File: src/shared/cef_pkg.sv
// constants for the can error, filter and fifo control block
package cef_pkg;
  localparam int CEF_NFIFO = 32;
  localparam int CEF_NFILT = 4;
  localparam logic [7:0] CEF_OFS_ERRCNT = 8'h00;
  localparam logic [7:0] CEF_OFS_FSTAT = 8'h04;
  localparam logic [7:0] CEF_OFS_FLTCON = 8'h08;
  localparam logic [7:0] CEF_OFS_OPMODE = 8'h0c;
  localparam logic [7:0] CEF_OFS_FIFOCON0 = 8'h80;
  localparam logic [8:0] CEF_BUSOFF_LIM = 9'h100;
  localparam logic [8:0] CEF_PASSIVE_LIM = 9'h080;
  localparam logic [8:0] CEF_WARN_LIM = 9'h060;
  localparam logic [2:0] CEF_MODE_CONFIG = 3'h4;
  localparam logic [2:0] CEF_MODE_RESET = 3'h4;
  localparam int CEF_B_TX_BUS_OFF_FLAG = 21;
  localparam int CEF_B_TX_PASSIVE_FLAG = 20;
  localparam int CEF_B_RX_PASSIVE_FLAG = 19;
  localparam int CEF_B_TX_WARNING_FLAG = 18;
  localparam int CEF_B_RX_WARNING_FLAG = 17;
  localparam int CEF_B_ANY_WARNING_FLAG = 16;
  localparam int CEF_B_FIFO_IS_TRANSMIT = 7;
  localparam int CEF_B_ABAT = 6;
  localparam int CEF_B_LARB = 5;
  localparam int CEF_B_SEND_BUS_ERROR_FLAG = 4;
  localparam int CEF_B_SEND_REQUEST = 3;
  localparam int CEF_B_AUTO_REMOTE_REPLY_ENABLE = 2;
  localparam int CEF_B_FRESET = 14;
  localparam int CEF_B_FLTEN = 7;
  typedef enum logic [1:0] {CEF_IDLE, CEF_SEND} cef_tx_type;
endpackage

File: src/hw/cef_ctrl.sv
// can error counters, filter control and transmit fifo control
//
// Design decisions made here: the APB register port and the register offsets.
`timescale 1ns/10ps
`default_nettype none
module cef_ctrl #(
  parameter int NFIFO = cef_pkg::CEF_NFIFO,
  parameter int NFILT = cef_pkg::CEF_NFILT
) (
  // clock, reset, enable
  input wire logic mclk,
  input wire logic sys_rst,
  input wire logic clk_en,
  // apb slave
  input wire logic psel,
  input wire logic penable,
  input wire logic pwrite,
  input wire logic [7:0] paddr,
  input wire logic [31:0] pwdata,
  output logic [31:0] prdata,
  output logic pready,
  output logic pslverr,
  // protocol engine events
  input wire logic [8:0] tx_error_count,
  input wire logic [7:0] rx_error_count,
  input wire logic [NFIFO-1:0] fifo_irq_src,
  input wire logic tx_done,
  input wire logic tx_aborted,
  input wire logic tx_lost_arb,
  input wire logic tx_bus_err,
  input wire logic tx_fifo_empty,
  input wire logic [NFIFO-1:0] remote_req_rx,
  // engine request and filter configuration
  output logic tx_start,
  output logic [4:0] tx_fifo_sel,
  output logic [8*NFILT-1:0] filter_cfg
);
  import cef_pkg::*;

  if (NFIFO != CEF_NFIFO || NFILT < 1 || NFILT > CEF_NFILT) begin : g_bad_cfg
    $error("cef_ctrl: unsupported fifo or filter count");
  end

  logic [8:0] tec_q;
  logic [7:0] rec_q;
  logic [2:0] controller_op_mode;
  logic [NFIFO-1:0] fifo_irq_pending;
  logic [NFIFO-1:0] send_request, fifo_is_transmit, auto_remote_reply_enable;
  logic [NFIFO-1:0] msg_aborted_flag, lost_arbitration_flag;
  logic [NFIFO-1:0] send_bus_error_flag;
  logic [1:0] send_priority [NFIFO];
  logic [NFILT-1:0] filter_enable;
  logic [1:0] filter_mask_select [NFILT];
  logic [4:0] filter_dest_fifo [NFILT];
  logic tx_bus_off_flag, tx_passive_flag, rx_passive_flag;
  logic tx_warning_flag, rx_warning_flag, any_warning_flag;
  cef_tx_type tx_state;
  logic [4:0] cur_fifo;

  wire logic acc = psel && penable && clk_en;
  wire logic wr = acc && pwrite;
  wire logic rd = acc && !pwrite;
  wire logic fifo_hit = paddr >= CEF_OFS_FIFOCON0;
  wire logic [4:0] fifo_idx = 5'(paddr[6:2]);
  wire logic cfg_mode = controller_op_mode == CEF_MODE_CONFIG;

  // error count capture and state flags
  always_ff @(posedge mclk or posedge sys_rst) begin
    if (sys_rst) begin
      tec_q <= 9'h000;
      rec_q <= 8'h00;
      tx_bus_off_flag <= 1'b0;
      tx_passive_flag <= 1'b0;
      rx_passive_flag <= 1'b0;
      tx_warning_flag <= 1'b0;
      rx_warning_flag <= 1'b0;
      any_warning_flag <= 1'b0;
    end else if (clk_en) begin
      tec_q <= tx_error_count;
      rec_q <= rx_error_count;
      tx_bus_off_flag <= tx_error_count >= CEF_BUSOFF_LIM;
      tx_passive_flag <= tx_error_count >= CEF_PASSIVE_LIM;
      rx_passive_flag <= {1'b0, rx_error_count} >= CEF_PASSIVE_LIM;
      tx_warning_flag <= tx_error_count >= CEF_WARN_LIM &&
                         tx_error_count < CEF_PASSIVE_LIM;
      rx_warning_flag <= {1'b0, rx_error_count} >= CEF_WARN_LIM &&
                         {1'b0, rx_error_count} < CEF_PASSIVE_LIM;
      any_warning_flag <=
        (tx_error_count >= CEF_WARN_LIM &&
         tx_error_count < CEF_PASSIVE_LIM) ||
        ({1'b0, rx_error_count} >= CEF_WARN_LIM &&
         {1'b0, rx_error_count} < CEF_PASSIVE_LIM);
    end
  end

  // pending bits per fifo
  always_ff @(posedge mclk or posedge sys_rst) begin
    if (sys_rst) begin
      fifo_irq_pending <= '0;
    end else if (clk_en) begin
      fifo_irq_pending <= fifo_irq_src;
    end
  end

  // operating mode register
  always_ff @(posedge mclk or posedge sys_rst) begin
    if (sys_rst) begin
      controller_op_mode <= CEF_MODE_RESET;
    end else if (wr && paddr == CEF_OFS_OPMODE) begin
      controller_op_mode <= pwdata[2:0];
    end
  end

  // filter control, one byte lane per filter
  genvar gf;
  generate
    for (gf = 0; gf < NFILT; gf++) begin : g_filt
      always_ff @(posedge mclk or posedge sys_rst) begin
        if (sys_rst) begin
          filter_enable[gf] <= 1'b0;
          filter_mask_select[gf] <= 2'h0;
          filter_dest_fifo[gf] <= 5'h00;
        end else if (wr && paddr == CEF_OFS_FLTCON) begin
          filter_enable[gf] <= pwdata[8*gf+CEF_B_FLTEN];
          if (!filter_enable[gf]) begin
            filter_mask_select[gf] <= pwdata[8*gf+5 +: 2];
            filter_dest_fifo[gf] <= pwdata[8*gf +: 5];
          end
        end
      end
      assign filter_cfg[8*gf +: 8] = {filter_enable[gf],
        filter_mask_select[gf], filter_dest_fifo[gf]};
      a_filter_lock: assert property (@(posedge mclk) disable iff (sys_rst)
        filter_enable[gf] |=> $stable(filter_dest_fifo[gf]))
        else $error("filter field changed while enabled");
    end
  endgenerate

  // transmit fifo control and status
  genvar gi;
  generate
    for (gi = 0; gi < NFIFO; gi++) begin : g_fifo
      wire logic hit = wr && fifo_hit && fifo_idx == 5'(gi);
      wire logic rhit = rd && fifo_hit && fifo_idx == 5'(gi);
      wire logic frst = hit && pwdata[CEF_B_FRESET];
      wire logic mine = tx_state == CEF_SEND && cur_fifo == 5'(gi)
                        && clk_en;
      always_ff @(posedge mclk or posedge sys_rst) begin
        if (sys_rst) begin
          fifo_is_transmit[gi] <= 1'b0;
          auto_remote_reply_enable[gi] <= 1'b0;
          send_priority[gi] <= 2'h0;
        end else if (hit && cfg_mode) begin
          fifo_is_transmit[gi] <= pwdata[CEF_B_FIFO_IS_TRANSMIT];
          auto_remote_reply_enable[gi] <= pwdata[CEF_B_AUTO_REMOTE_REPLY_ENABLE];
          send_priority[gi] <= pwdata[1:0];
        end
      end
      always_ff @(posedge mclk or posedge sys_rst) begin
        if (sys_rst) begin
          send_request[gi] <= 1'b0;
        end else if (frst || !fifo_is_transmit[gi]) begin
          send_request[gi] <= 1'b0;
        end else if (clk_en && remote_req_rx[gi] &&
                     auto_remote_reply_enable[gi]) begin
          send_request[gi] <= 1'b1;
        end else if (hit) begin
          send_request[gi] <= pwdata[CEF_B_SEND_REQUEST];
        end else if (mine && (tx_aborted ||
                     (tx_done && tx_fifo_empty))) begin
          send_request[gi] <= 1'b0;
        end
      end
      always_ff @(posedge mclk or posedge sys_rst) begin
        if (sys_rst) begin
          msg_aborted_flag[gi] <= 1'b0;
        end else if (mine && tx_aborted) begin
          msg_aborted_flag[gi] <= 1'b1;
        end else if (frst) begin
          msg_aborted_flag[gi] <= 1'b0;
        end else if (mine && tx_done) begin
          msg_aborted_flag[gi] <= 1'b0;
        end
      end
      always_ff @(posedge mclk or posedge sys_rst) begin
        if (sys_rst) begin
          lost_arbitration_flag[gi] <= 1'b0;
          send_bus_error_flag[gi] <= 1'b0;
        end else begin
          if (mine && tx_lost_arb) begin
            lost_arbitration_flag[gi] <= 1'b1;
          end else if (rhit || frst) begin
            lost_arbitration_flag[gi] <= 1'b0;
          end
          if (mine && tx_bus_err) begin
            send_bus_error_flag[gi] <= 1'b1;
          end else if (rhit || frst) begin
            send_bus_error_flag[gi] <= 1'b0;
          end
        end
      end
      a_rx_no_req: assert property (@(posedge mclk) disable iff (sys_rst)
        !fifo_is_transmit[gi] |=> !send_request[gi])
        else $error("send request set on receive fifo");
      a_larb_set: assert property (@(posedge mclk) disable iff (sys_rst)
        mine && tx_lost_arb |=> lost_arbitration_flag[gi])
        else $error("lost arbitration not flagged");
      a_read_clear: assert property (@(posedge mclk) disable iff (sys_rst)
        rhit && !(mine && (tx_lost_arb || tx_bus_err)) |=>
        !lost_arbitration_flag[gi] && !send_bus_error_flag[gi])
        else $error("status not cleared by read");
      a_abort_flag: assert property (@(posedge mclk) disable iff (sys_rst)
        mine && tx_aborted && !frst |=> msg_aborted_flag[gi])
        else $error("abort not flagged");
      a_req_done: assert property (@(posedge mclk) disable iff (sys_rst)
        mine && tx_done && tx_fifo_empty && !hit && !remote_req_rx[gi]
        |=> !send_request[gi])
        else $error("send request kept after last send");
      a_remote_set: assert property (@(posedge mclk) disable iff (sys_rst)
        clk_en && remote_req_rx[gi] && auto_remote_reply_enable[gi] &&
        fifo_is_transmit[gi] && !frst |=> send_request[gi])
        else $error("remote request did not set send request");
    end
  endgenerate

  // arbiter: highest priority, then lowest index
  logic [4:0] next_sel;
  logic next_any;
  logic [1:0] best_pr;
  always_comb begin
    next_sel = 5'h00;
    next_any = 1'b0;
    best_pr = 2'h0;
    for (int i = 0; i < NFIFO; i++) begin
      if (send_request[i] && (!next_any || send_priority[i] > best_pr)) begin
        next_sel = 5'(i);
        best_pr = send_priority[i];
        next_any = 1'b1;
      end
    end
  end

  always_ff @(posedge mclk or posedge sys_rst) begin
    if (sys_rst) begin
      tx_state <= CEF_IDLE;
      cur_fifo <= 5'h00;
      tx_start <= 1'b0;
      tx_fifo_sel <= 5'h00;
    end else if (clk_en) begin
      tx_start <= 1'b0;
      case (tx_state)
        CEF_IDLE: begin
          if (next_any) begin
            tx_state <= CEF_SEND;
            cur_fifo <= next_sel;
            tx_fifo_sel <= next_sel;
            tx_start <= 1'b1;
          end
        end
        CEF_SEND: begin
          if (tx_done || tx_aborted || !send_request[cur_fifo]) begin
            tx_state <= CEF_IDLE;
          end
        end
        default: tx_state <= CEF_IDLE;
      endcase
    end
  end

  a_prio_first: assert property (@(posedge mclk) disable iff (sys_rst)
    tx_start |-> send_priority[tx_fifo_sel] >= $past(best_pr))
    else $error("lower priority fifo started");
  a_busoff: assert property (@(posedge mclk) disable iff (sys_rst)
    clk_en && tx_error_count >= CEF_BUSOFF_LIM |=> tx_bus_off_flag)
    else $error("bus-off flag missing");
  a_warn_band: assert property (@(posedge mclk) disable iff (sys_rst)
    tx_warning_flag |-> tec_q >= CEF_WARN_LIM && tec_q < CEF_PASSIVE_LIM)
    else $error("tx warning outside band");
  a_rx_warn: assert property (@(posedge mclk) disable iff (sys_rst)
    rx_warning_flag |-> {1'b0, rec_q} >= CEF_WARN_LIM && !rx_passive_flag)
    else $error("rx warning outside band");
  a_tx_passive: assert property (@(posedge mclk) disable iff (sys_rst)
    tx_passive_flag == (tec_q >= CEF_PASSIVE_LIM))
    else $error("tx passive flag mismatch");
  a_rx_passive: assert property (@(posedge mclk) disable iff (sys_rst)
    rx_passive_flag == ({1'b0, rec_q} >= CEF_PASSIVE_LIM))
    else $error("rx passive flag mismatch");
  a_any_warn: assert property (@(posedge mclk) disable iff (sys_rst)
    any_warning_flag == (tx_warning_flag || rx_warning_flag))
    else $error("combined warning mismatch");
  a_cfg_lock: assert property (@(posedge mclk) disable iff (sys_rst)
    !cfg_mode |=> $stable(fifo_is_transmit))
    else $error("config changed outside config mode");

  // apb read mux, zero wait states
  logic [31:0] next_rdata;
  always_comb begin
    next_rdata = 32'h0000_0000;
    if (fifo_hit) begin
      next_rdata[CEF_B_FIFO_IS_TRANSMIT] = fifo_is_transmit[fifo_idx];
      next_rdata[CEF_B_ABAT] = msg_aborted_flag[fifo_idx];
      next_rdata[CEF_B_LARB] = lost_arbitration_flag[fifo_idx];
      next_rdata[CEF_B_SEND_BUS_ERROR_FLAG] = send_bus_error_flag[fifo_idx];
      next_rdata[CEF_B_SEND_REQUEST] = send_request[fifo_idx];
      next_rdata[CEF_B_AUTO_REMOTE_REPLY_ENABLE] = auto_remote_reply_enable[fifo_idx];
      next_rdata[1:0] = send_priority[fifo_idx];
    end else begin
      case (paddr)
        CEF_OFS_ERRCNT: begin
          next_rdata[CEF_B_TX_BUS_OFF_FLAG] = tx_bus_off_flag;
          next_rdata[CEF_B_TX_PASSIVE_FLAG] = tx_passive_flag;
          next_rdata[CEF_B_RX_PASSIVE_FLAG] = rx_passive_flag;
          next_rdata[CEF_B_TX_WARNING_FLAG] = tx_warning_flag;
          next_rdata[CEF_B_RX_WARNING_FLAG] = rx_warning_flag;
          next_rdata[CEF_B_ANY_WARNING_FLAG] = any_warning_flag;
          next_rdata[15:0] = {tec_q[7:0], rec_q};
        end
        CEF_OFS_FSTAT: next_rdata = fifo_irq_pending;
        CEF_OFS_FLTCON: begin
          for (int f = 0; f < NFILT; f++) begin
            next_rdata[8*f +: 8] = {filter_enable[f],
              filter_mask_select[f], filter_dest_fifo[f]};
          end
        end
        CEF_OFS_OPMODE: next_rdata[2:0] = controller_op_mode;
        default: next_rdata = 32'h0000_0000;
      endcase
    end
  end

  wire logic mapped = fifo_hit || paddr == CEF_OFS_ERRCNT ||
    paddr == CEF_OFS_FSTAT || paddr == CEF_OFS_FLTCON ||
    paddr == CEF_OFS_OPMODE;

  always_ff @(posedge mclk or posedge sys_rst) begin
    if (sys_rst) begin
      prdata <= 32'h0000_0000;
      pready <= 1'b0;
      pslverr <= 1'b0;
    end else if (clk_en) begin
      pready <= psel && !pready;
      pslverr <= psel && !pready && !mapped;
      if (psel && !pwrite && !pready) begin
        prdata <= next_rdata;
      end
    end
  end
endmodule
`default_nettype wire

File: config.mk
export PLATFORM = sky130hd
export DESIGN_NAME = cef_ctrl
export DESIGN_NICKNAME = d
export VERILOG_FILES = /design/src/shared/cef_pkg.sv /design/src/hw/cef_ctrl.sv
export SDC_FILE = /design/constraint.sdc
export NUM_CORES = 1
export LEC_CHECK = 0
export BUFFER_PORTS_ARGS = -buffer_cell sky130_fd_sc_hd__buf_2
export CAP_MARGIN = 20
export CELL_PAD_IN_SITES_DETAIL_PLACEMENT = 1
export CELL_PAD_IN_SITES_GLOBAL_PLACEMENT = 1
export CORE_MARGIN = 2
export CORE_UTILIZATION = 48
export DETAILED_ROUTE_END_ITERATION = 7
export GPL_TIMING_DRIVEN = 0
export PLACE_DENSITY_LB_ADDON = 0.12
export SYNTH_ARGS = -nofsm -noshare
export SYNTH_HDL_FRONTEND = slang
export SYNTH_SLANG_ARGS = --single-unit
File: constraint.sdc
create_clock -name mclk -period 49.5 [get_ports mclk]
set_clock_uncertainty 0.05 [all_clocks]
set_input_delay 4.95 -clock mclk [delete_from_list [all_inputs] [get_ports mclk]]
set_output_delay 4.95 -clock mclk [all_outputs]
set_load 0.005 [all_outputs]
* Word-level counts from Yosys, hierarchy flattened *
Cells that the tools add are included.

storage, ports and cells
  flip-flop bits (word level) = 387
  latch bits = 0
  bits in writable memories = 0
  bits in read-only memories = 0
  input bits = 132
  output and inout port bits = 72
  word-level logic and storage cells = 1580
  memories = 0

operators by class
  add/sub/neg operators = 0
  $mul = 0
  div/mod/pow operators = 0
  $lt $le $gt $ge = 42
  equality and inequality tests = 69
  shifts and indexed selects = 0
  mux-type cells = 441
  bitwise operators = 5
  reductions and logical operators = 771

operators with widths
  kind                                                      number
  logical AND 1 bit                                         462
  two-way mux 1 bit                                         362
  == test 5 bit, second input constant                      32
  two-way mux 5 bit                                         30
  nonzero test 2 bit                                        64
  nonzero test 4 bit                                        32
  logical OR 1 bit                                          103
  nonzero test 3 bit                                        32
  == test 5 x 4 -> 1 bit, second input constant             16
  two-way mux 2 bit                                         35
  logical NOT 1 bit                                         67
  greater-than comparator 2 bit                             31
  one-hot mux 19 bit (3 select lines)                       1
  == test 5 x 3 -> 1 bit, second input constant             8
  binary-select mux 1 bit (select 5 bit)                    7
  two-way mux 24 bit                                        1
  == test 5 x 2 -> 1 bit, second input constant             4
  one-hot mux 10 bit (2 select lines)                       1
  == test 8 x 4 -> 1 bit, second input constant             2
  greater-or-equal comparator 8 bit, second input constant  2
  < comparator 5 x 6 -> 1 bit, second input constant        2
  one-hot mux 3 bit (4 select lines)                        1
  binary-select mux 2 bit (select 5 bit)                    1
  == test 5 x 1 -> 1 bit, second input constant             2
  21 further kinds                                          30

* Longest topological paths before layout *
  depth after elaboration = 127
  gate-level depth with buffers = 206
  mapped depth without buffers = 204

* Worst setup path before layout *
OpenSTA, ideal clock, no wires.

  path type = register to register
  start = register send_request[0]
  end = register cur_fifo[3]
  setup time = 0.121 ns
  arrival time = 35.823 ns
  data required time = 49.329 ns
  path slack = 13.506 ns
  stages on the path, launching flop included = 201
  path buffers = 2
  period minus slack after synthesis = 35.994 ns
  cell sequence = dfrtp_1 > buf_6 > and2_2 > inv_2 > ha_1 > nor2b_2 > o211ai_1 > o21a_1 > inv_1 > ha_1 > o22ai_1 > o21ai_0 > a211oi_1 > a21oi_1 > ha_1 > or2_2 > maj3_1 > a21o_1 > [... 165 more ...] > o21ai_1 > o21ai_0 > ha_1 > nor2b_1 > o21ai_0 > nand2_1 > nand2_1 > nand2_1 > o22ai_1 > a31oi_1 > ha_1 > nand2_1 > nand2_1 > o221ai_2 > nor2_1 > nand3_1 > or2_2 > o22a_1

on the way
  cells in the longest elaborated chain, start to end = 126
  elaborated cells between the ends (all ways) = 217
  classes of those cells = 31 x order compare; 92 x mux; 94 x reduce/logical

RTL lines
  item                                                                RTL line         RTL
  from (decl)                                                         cef_ctrl.sv:48   logic [NFIFO-1:0] send_request, fifo_is_transmit, auto_remote_reply_enable;
  from (signal, indexed assignment)                                   cef_ctrl.sv:168  send_request[gi] <= pwdata[CEF_B_SEND_REQUEST];
  two-way mux 2 bit or two-way mux 1 bit (tied branches)              cef_ctrl.sv:235  if (send_request[i] && (!next_any || send_priority[i] > best_pr)) begin
  greater-than comparator 2 bit or logical NOT 1 bit (tied branches)  cef_ctrl.sv:235
  logical OR 1 bit                                                    cef_ctrl.sv:235
  logical AND 1 bit                                                   cef_ctrl.sv:235
  two-way mux 2 bit or two-way mux 1 bit (tied branches)              cef_ctrl.sv:235
  greater-than comparator 2 bit or logical NOT 1 bit (tied branches)  cef_ctrl.sv:235
  logical OR 1 bit                                                    cef_ctrl.sv:235
  logical AND 1 bit                                                   cef_ctrl.sv:235
  [... 110 more ...]                                                  --
  logical OR 1 bit                                                    cef_ctrl.sv:235
  logical AND 1 bit                                                   cef_ctrl.sv:235
  two-way mux 2 bit or two-way mux 1 bit (tied branches)              cef_ctrl.sv:235
  greater-than comparator 2 bit or logical NOT 1 bit (tied branches)  cef_ctrl.sv:235
  logical OR 1 bit                                                    cef_ctrl.sv:235
  logical AND 1 bit                                                   cef_ctrl.sv:235
  two-way mux 1 bit                                                   cef_ctrl.sv:235
  AND reduction 3 bit (no line)                                       --
  to (signal assigned)                                                cef_ctrl.sv:255  cur_fifo <= next_sel;
  to (decl)                                                           cef_ctrl.sv:58   logic [4:0] cur_fifo;

Parallel ways exist; a longest one is shown, timed or not.
A chain may end at the register's enable or synchronous reset.

* Final worst setup path *
  start = register send_request[0]
  end = register cur_fifo[4]

The elaborated chain is that of the path after synthesis.

==> flow_metrics.tcl <==
set metrics [dict create \
    rsz0062_at_grt "no" \
    drive_gt1_frac 0.266 \
    yosysSeqAreaShare 0.445 \
    area_delta_synth_final_pct 15.8 \
    portBuffers 199 \
    avgSynthCellArea_um2 10.7 \
    cpMostUsedCell "nor2_1" \
    first_pass_iters 6 \
    setup_viol 0 \
    cts_resized 0 \
    remaining_drc_errors 0 \
    synthCells 2032 \
    path_clk_slew_ns 0.06 \
    cellPowerDensity_mw_per_mm2 28.6 \
    num_rows 77 \
    fp.coreArea_mm2 0.0444 \
    cpPeakStageDelay_ns 0.67 \
    grt.total_usage 0.355 \
    async_flop_share 1.00 \
    finalHoldWorstSlack_ns 0.431 \
    ir_drop_mv 0.0246 \
    layout_common_cells "dfrtp_1 (385), nand2_1 (248), buf_2 (208)" \
    crit_type "register to register" \
    cts_setup_buffers 0 \
    cts_inserted_buffers 45 \
    fin_crit_sh 0.868 \
    tns_ns 0 \
    critical_path_required_ns 49.93 \
    cts_buffer_depth 3 \
    grt_max_degree 124 \
    dieHeight_um 217 \
    netlist_area_mm2 0.0217 \
    hp-class "register to register" \
    register_area_mm2 0.00966 \
    ios 204 \
    finalCriticalPeriod_ns 42.96 \
    drv_slew 0 \
    gr-total-overflow 0 \
    place.gp.congestion 0.913 \
    cp_max_fo 10 \
    grt_use_met1 0.469 \
    multi_input_area_mm2 0.0113 \
    power.leakage_nw 11.2 \
    ys_seq_elements 386 \
    antenna_found_initial 1 \
    grt.busiest_layer "met2" \
    root_buffer "clkbuf_16" \
    fillerInstances 4911 \
    final_antenna_net_count 0 \
    wl_per_cell_um 28.3 \
    arrival_ns 43.40 \
    cts_max_level 2 \
    final_util 0.566 \
    met3_usage 0.0647 \
    ys_warn_count 0 \
    grt_pass1_wl_um 126000 \
    first_global_vias 20300 \
    use_met2 0.572 \
    fin_nets 2456 \
    place_hpwl_um 61900 \
    endpoint_kind "register" \
    hold_viol 0 \
    maxCapViolations 0 \
    max_freq_ghz 0.0233 \
    relSlewSlack 0.204 \
    synth_cell_type_count 94 \
    avgViaCountPerCell 6.60 \
    cts.sinks 386 \
    tritoncts "yes" \
    vias 19300 \
    syn_nets 2198 \
    synth_flop_cell "dfrtp_1" \
    die_area_mm2 0.0469 \
    synth_edf_count 0 \
    final_common_cell "dfrtp_1" \
    drtIter0Drc 1902 \
    routed_wl_um 82700 \
    outcome "complete, no violations" \
    cp-start-kind "register" \
    clk-insertion-delay-late_ns 0.59 \
    die_x_um 217 \
    cp_slowest_cell "a211oi_1" \
    holdBufCountCts 0 \
    start_util 0.489 \
    worstMarginPinSlew_ns 1.19 \
]
==> stage by stage <==
stage	worst slack [ns]	power (mW)	cell area (µm²)	instances
2_1_floorplan	13.51	0.356	21700	2032
3_3_place_gp	8.58	0.378	23400	2823
3_5_place_dp	7.28	0.381	23600	2829
4_1_cts	6.96	0.720	25100	2910
5_1_grt	3.13	0.738	25100	2917
6_report	6.54	0.718	25100	2917
==> flip-flops by register name, summed over array words and instances (netlist names), 5 cells and up <==
| name | flops |
|---|---|
| lost_arbitration_flag | 32 |
| send_priority | 64 |
| fifo_is_transmit | 32 |
| send_bus_error_flag | 32 |
| rec_q | 8 |
| tec_q | 8 |
| auto_remote_reply_enable | 32 |
| send_request | 32 |
| filter_cfg | 32 |
| cur_fifo | 5 |
| fifo_irq_pending | 32 |
| msg_aborted_flag | 32 |
| prdata | 32 |
==> synth_stat cells (9+ instances only) <==
cell,n,share of area
dfrtp_1,385,0.44
nand2_1,248,0.043
mux2_2,201,0.10
nor2_1,164,0.028
clkbuf_1,111,0.019
nand3_1,103,0.024
mux4_2,90,0.093
a22o_1,80,0.032
a21oi_1,71,0.016
inv_1,61,0.011
o21ai_0,58,0.013
nor3_1,40,0.0092
a32o_1,36,0.017
a31oi_1,35,0.010
ha_1,34,0.020
a22oi_1,33,0.011
o31ai_1,22,0.0076
and2_1,16,0.0046
nand2b_1,15,0.0043
buf_1,14,0.0024
a21o_1,12,0.0042
a221oi_1,12,0.0048
o311ai_0,12,0.0048
a211oi_1,10,0.0035
or3_1,10,0.0029
buf_2,9,0.0021
o211ai_1,9,0.0031
==> per-layer routing <==
layer / share of wire / vias to the layer above
met5: 0 / -
met3: 0.078 / 206
li1: - / 8167
met4: 0.041 / 0
met1: 0.40 / 10000
met2: 0.48 / 879
==> critical path: cells and delay by family (launching register included) <==
| kind | cells | cell delay (ns) |
|---|---|---|
| AND/OR/NAND/NOR | 66 | 9.67 |
| flip-flops | 1 | 0.40 |
| multiplexers | 4 | 1.41 |
| adder cells (fa/ha/maj) | 36 | 10.44 |
| buffers and inverters | 7 | 0.77 |
| AO/OA/AOI/OAI | 87 | 20.02 |
==> final cells by class <==
cell class,count,area share
Multi-Input combinational cell,1447,0.449
Sequential cell,386,0.384
Clock buffer,69,0.0533
Timing Repair Buffer,211,0.0473
Tap cell,592,0.0295
Buffer,136,0.0212
Inverter,63,0.00971
Clock inverter,12,0.00563
Antenna cell,1,0.0000996
==> power breakdown <==
group          switching [mW]  total (mW)  internal, mW
logic                  0.0333      0.0501        0.0167
registers             0.00385       0.326         0.322
clock network           0.141       0.342         0.202
total                   0.178       0.718         0.541
==> cell families (layout without fill, tap and decap cells) <==
| family | count (synthesis) | count (layout) | share of synthesized area |
|---|---|---|---|
| other cells | 0 | 1 | 0 |
| simple gates | 640 | 640 | 0.132 |
| buf+inv | 199 | 491 | 0.0354 |
| mux | 293 | 293 | 0.199 |
| fa+ha+maj | 40 | 40 | 0.0224 |
| compound gates | 474 | 474 | 0.167 |
| flops | 386 | 386 | 0.445 |
==> path summary, 6_finish.rpt <==
| check | slack (ns) | to | start | depth (start not counted) |
|---|---|---|---|---|
| worst min-delay path | 0.43 | prdata[1]$_DFFE_PP0P_ | prdata[1]$_DFFE_PP0P_ | 2 |
| worst min register to register | 0.43 | prdata[1]$_DFFE_PP0P_ | prdata[1]$_DFFE_PP0P_ | 2 |
| worst max-delay path | 6.54 | cur_fifo[4]$_DFFE_PP0P_ | send_request[0]$_DFFE_PP0P_ | 200 |
| max in group asynchronous | 43.63 | fifo_is_transmit[30]$_DFFE_PP0P_ | sys_rst | 4 |
| worst max register to register | 6.54 | cur_fifo[4]$_DFFE_PP0P_ | send_request[0]$_DFFE_PP0P_ | 200 |
| min in group asynchronous | 4.33 | rec_q[0]$_DFFE_PP0P_ | sys_rst | 2 |
No activity file was read; power rests on OpenSTA's default activity.
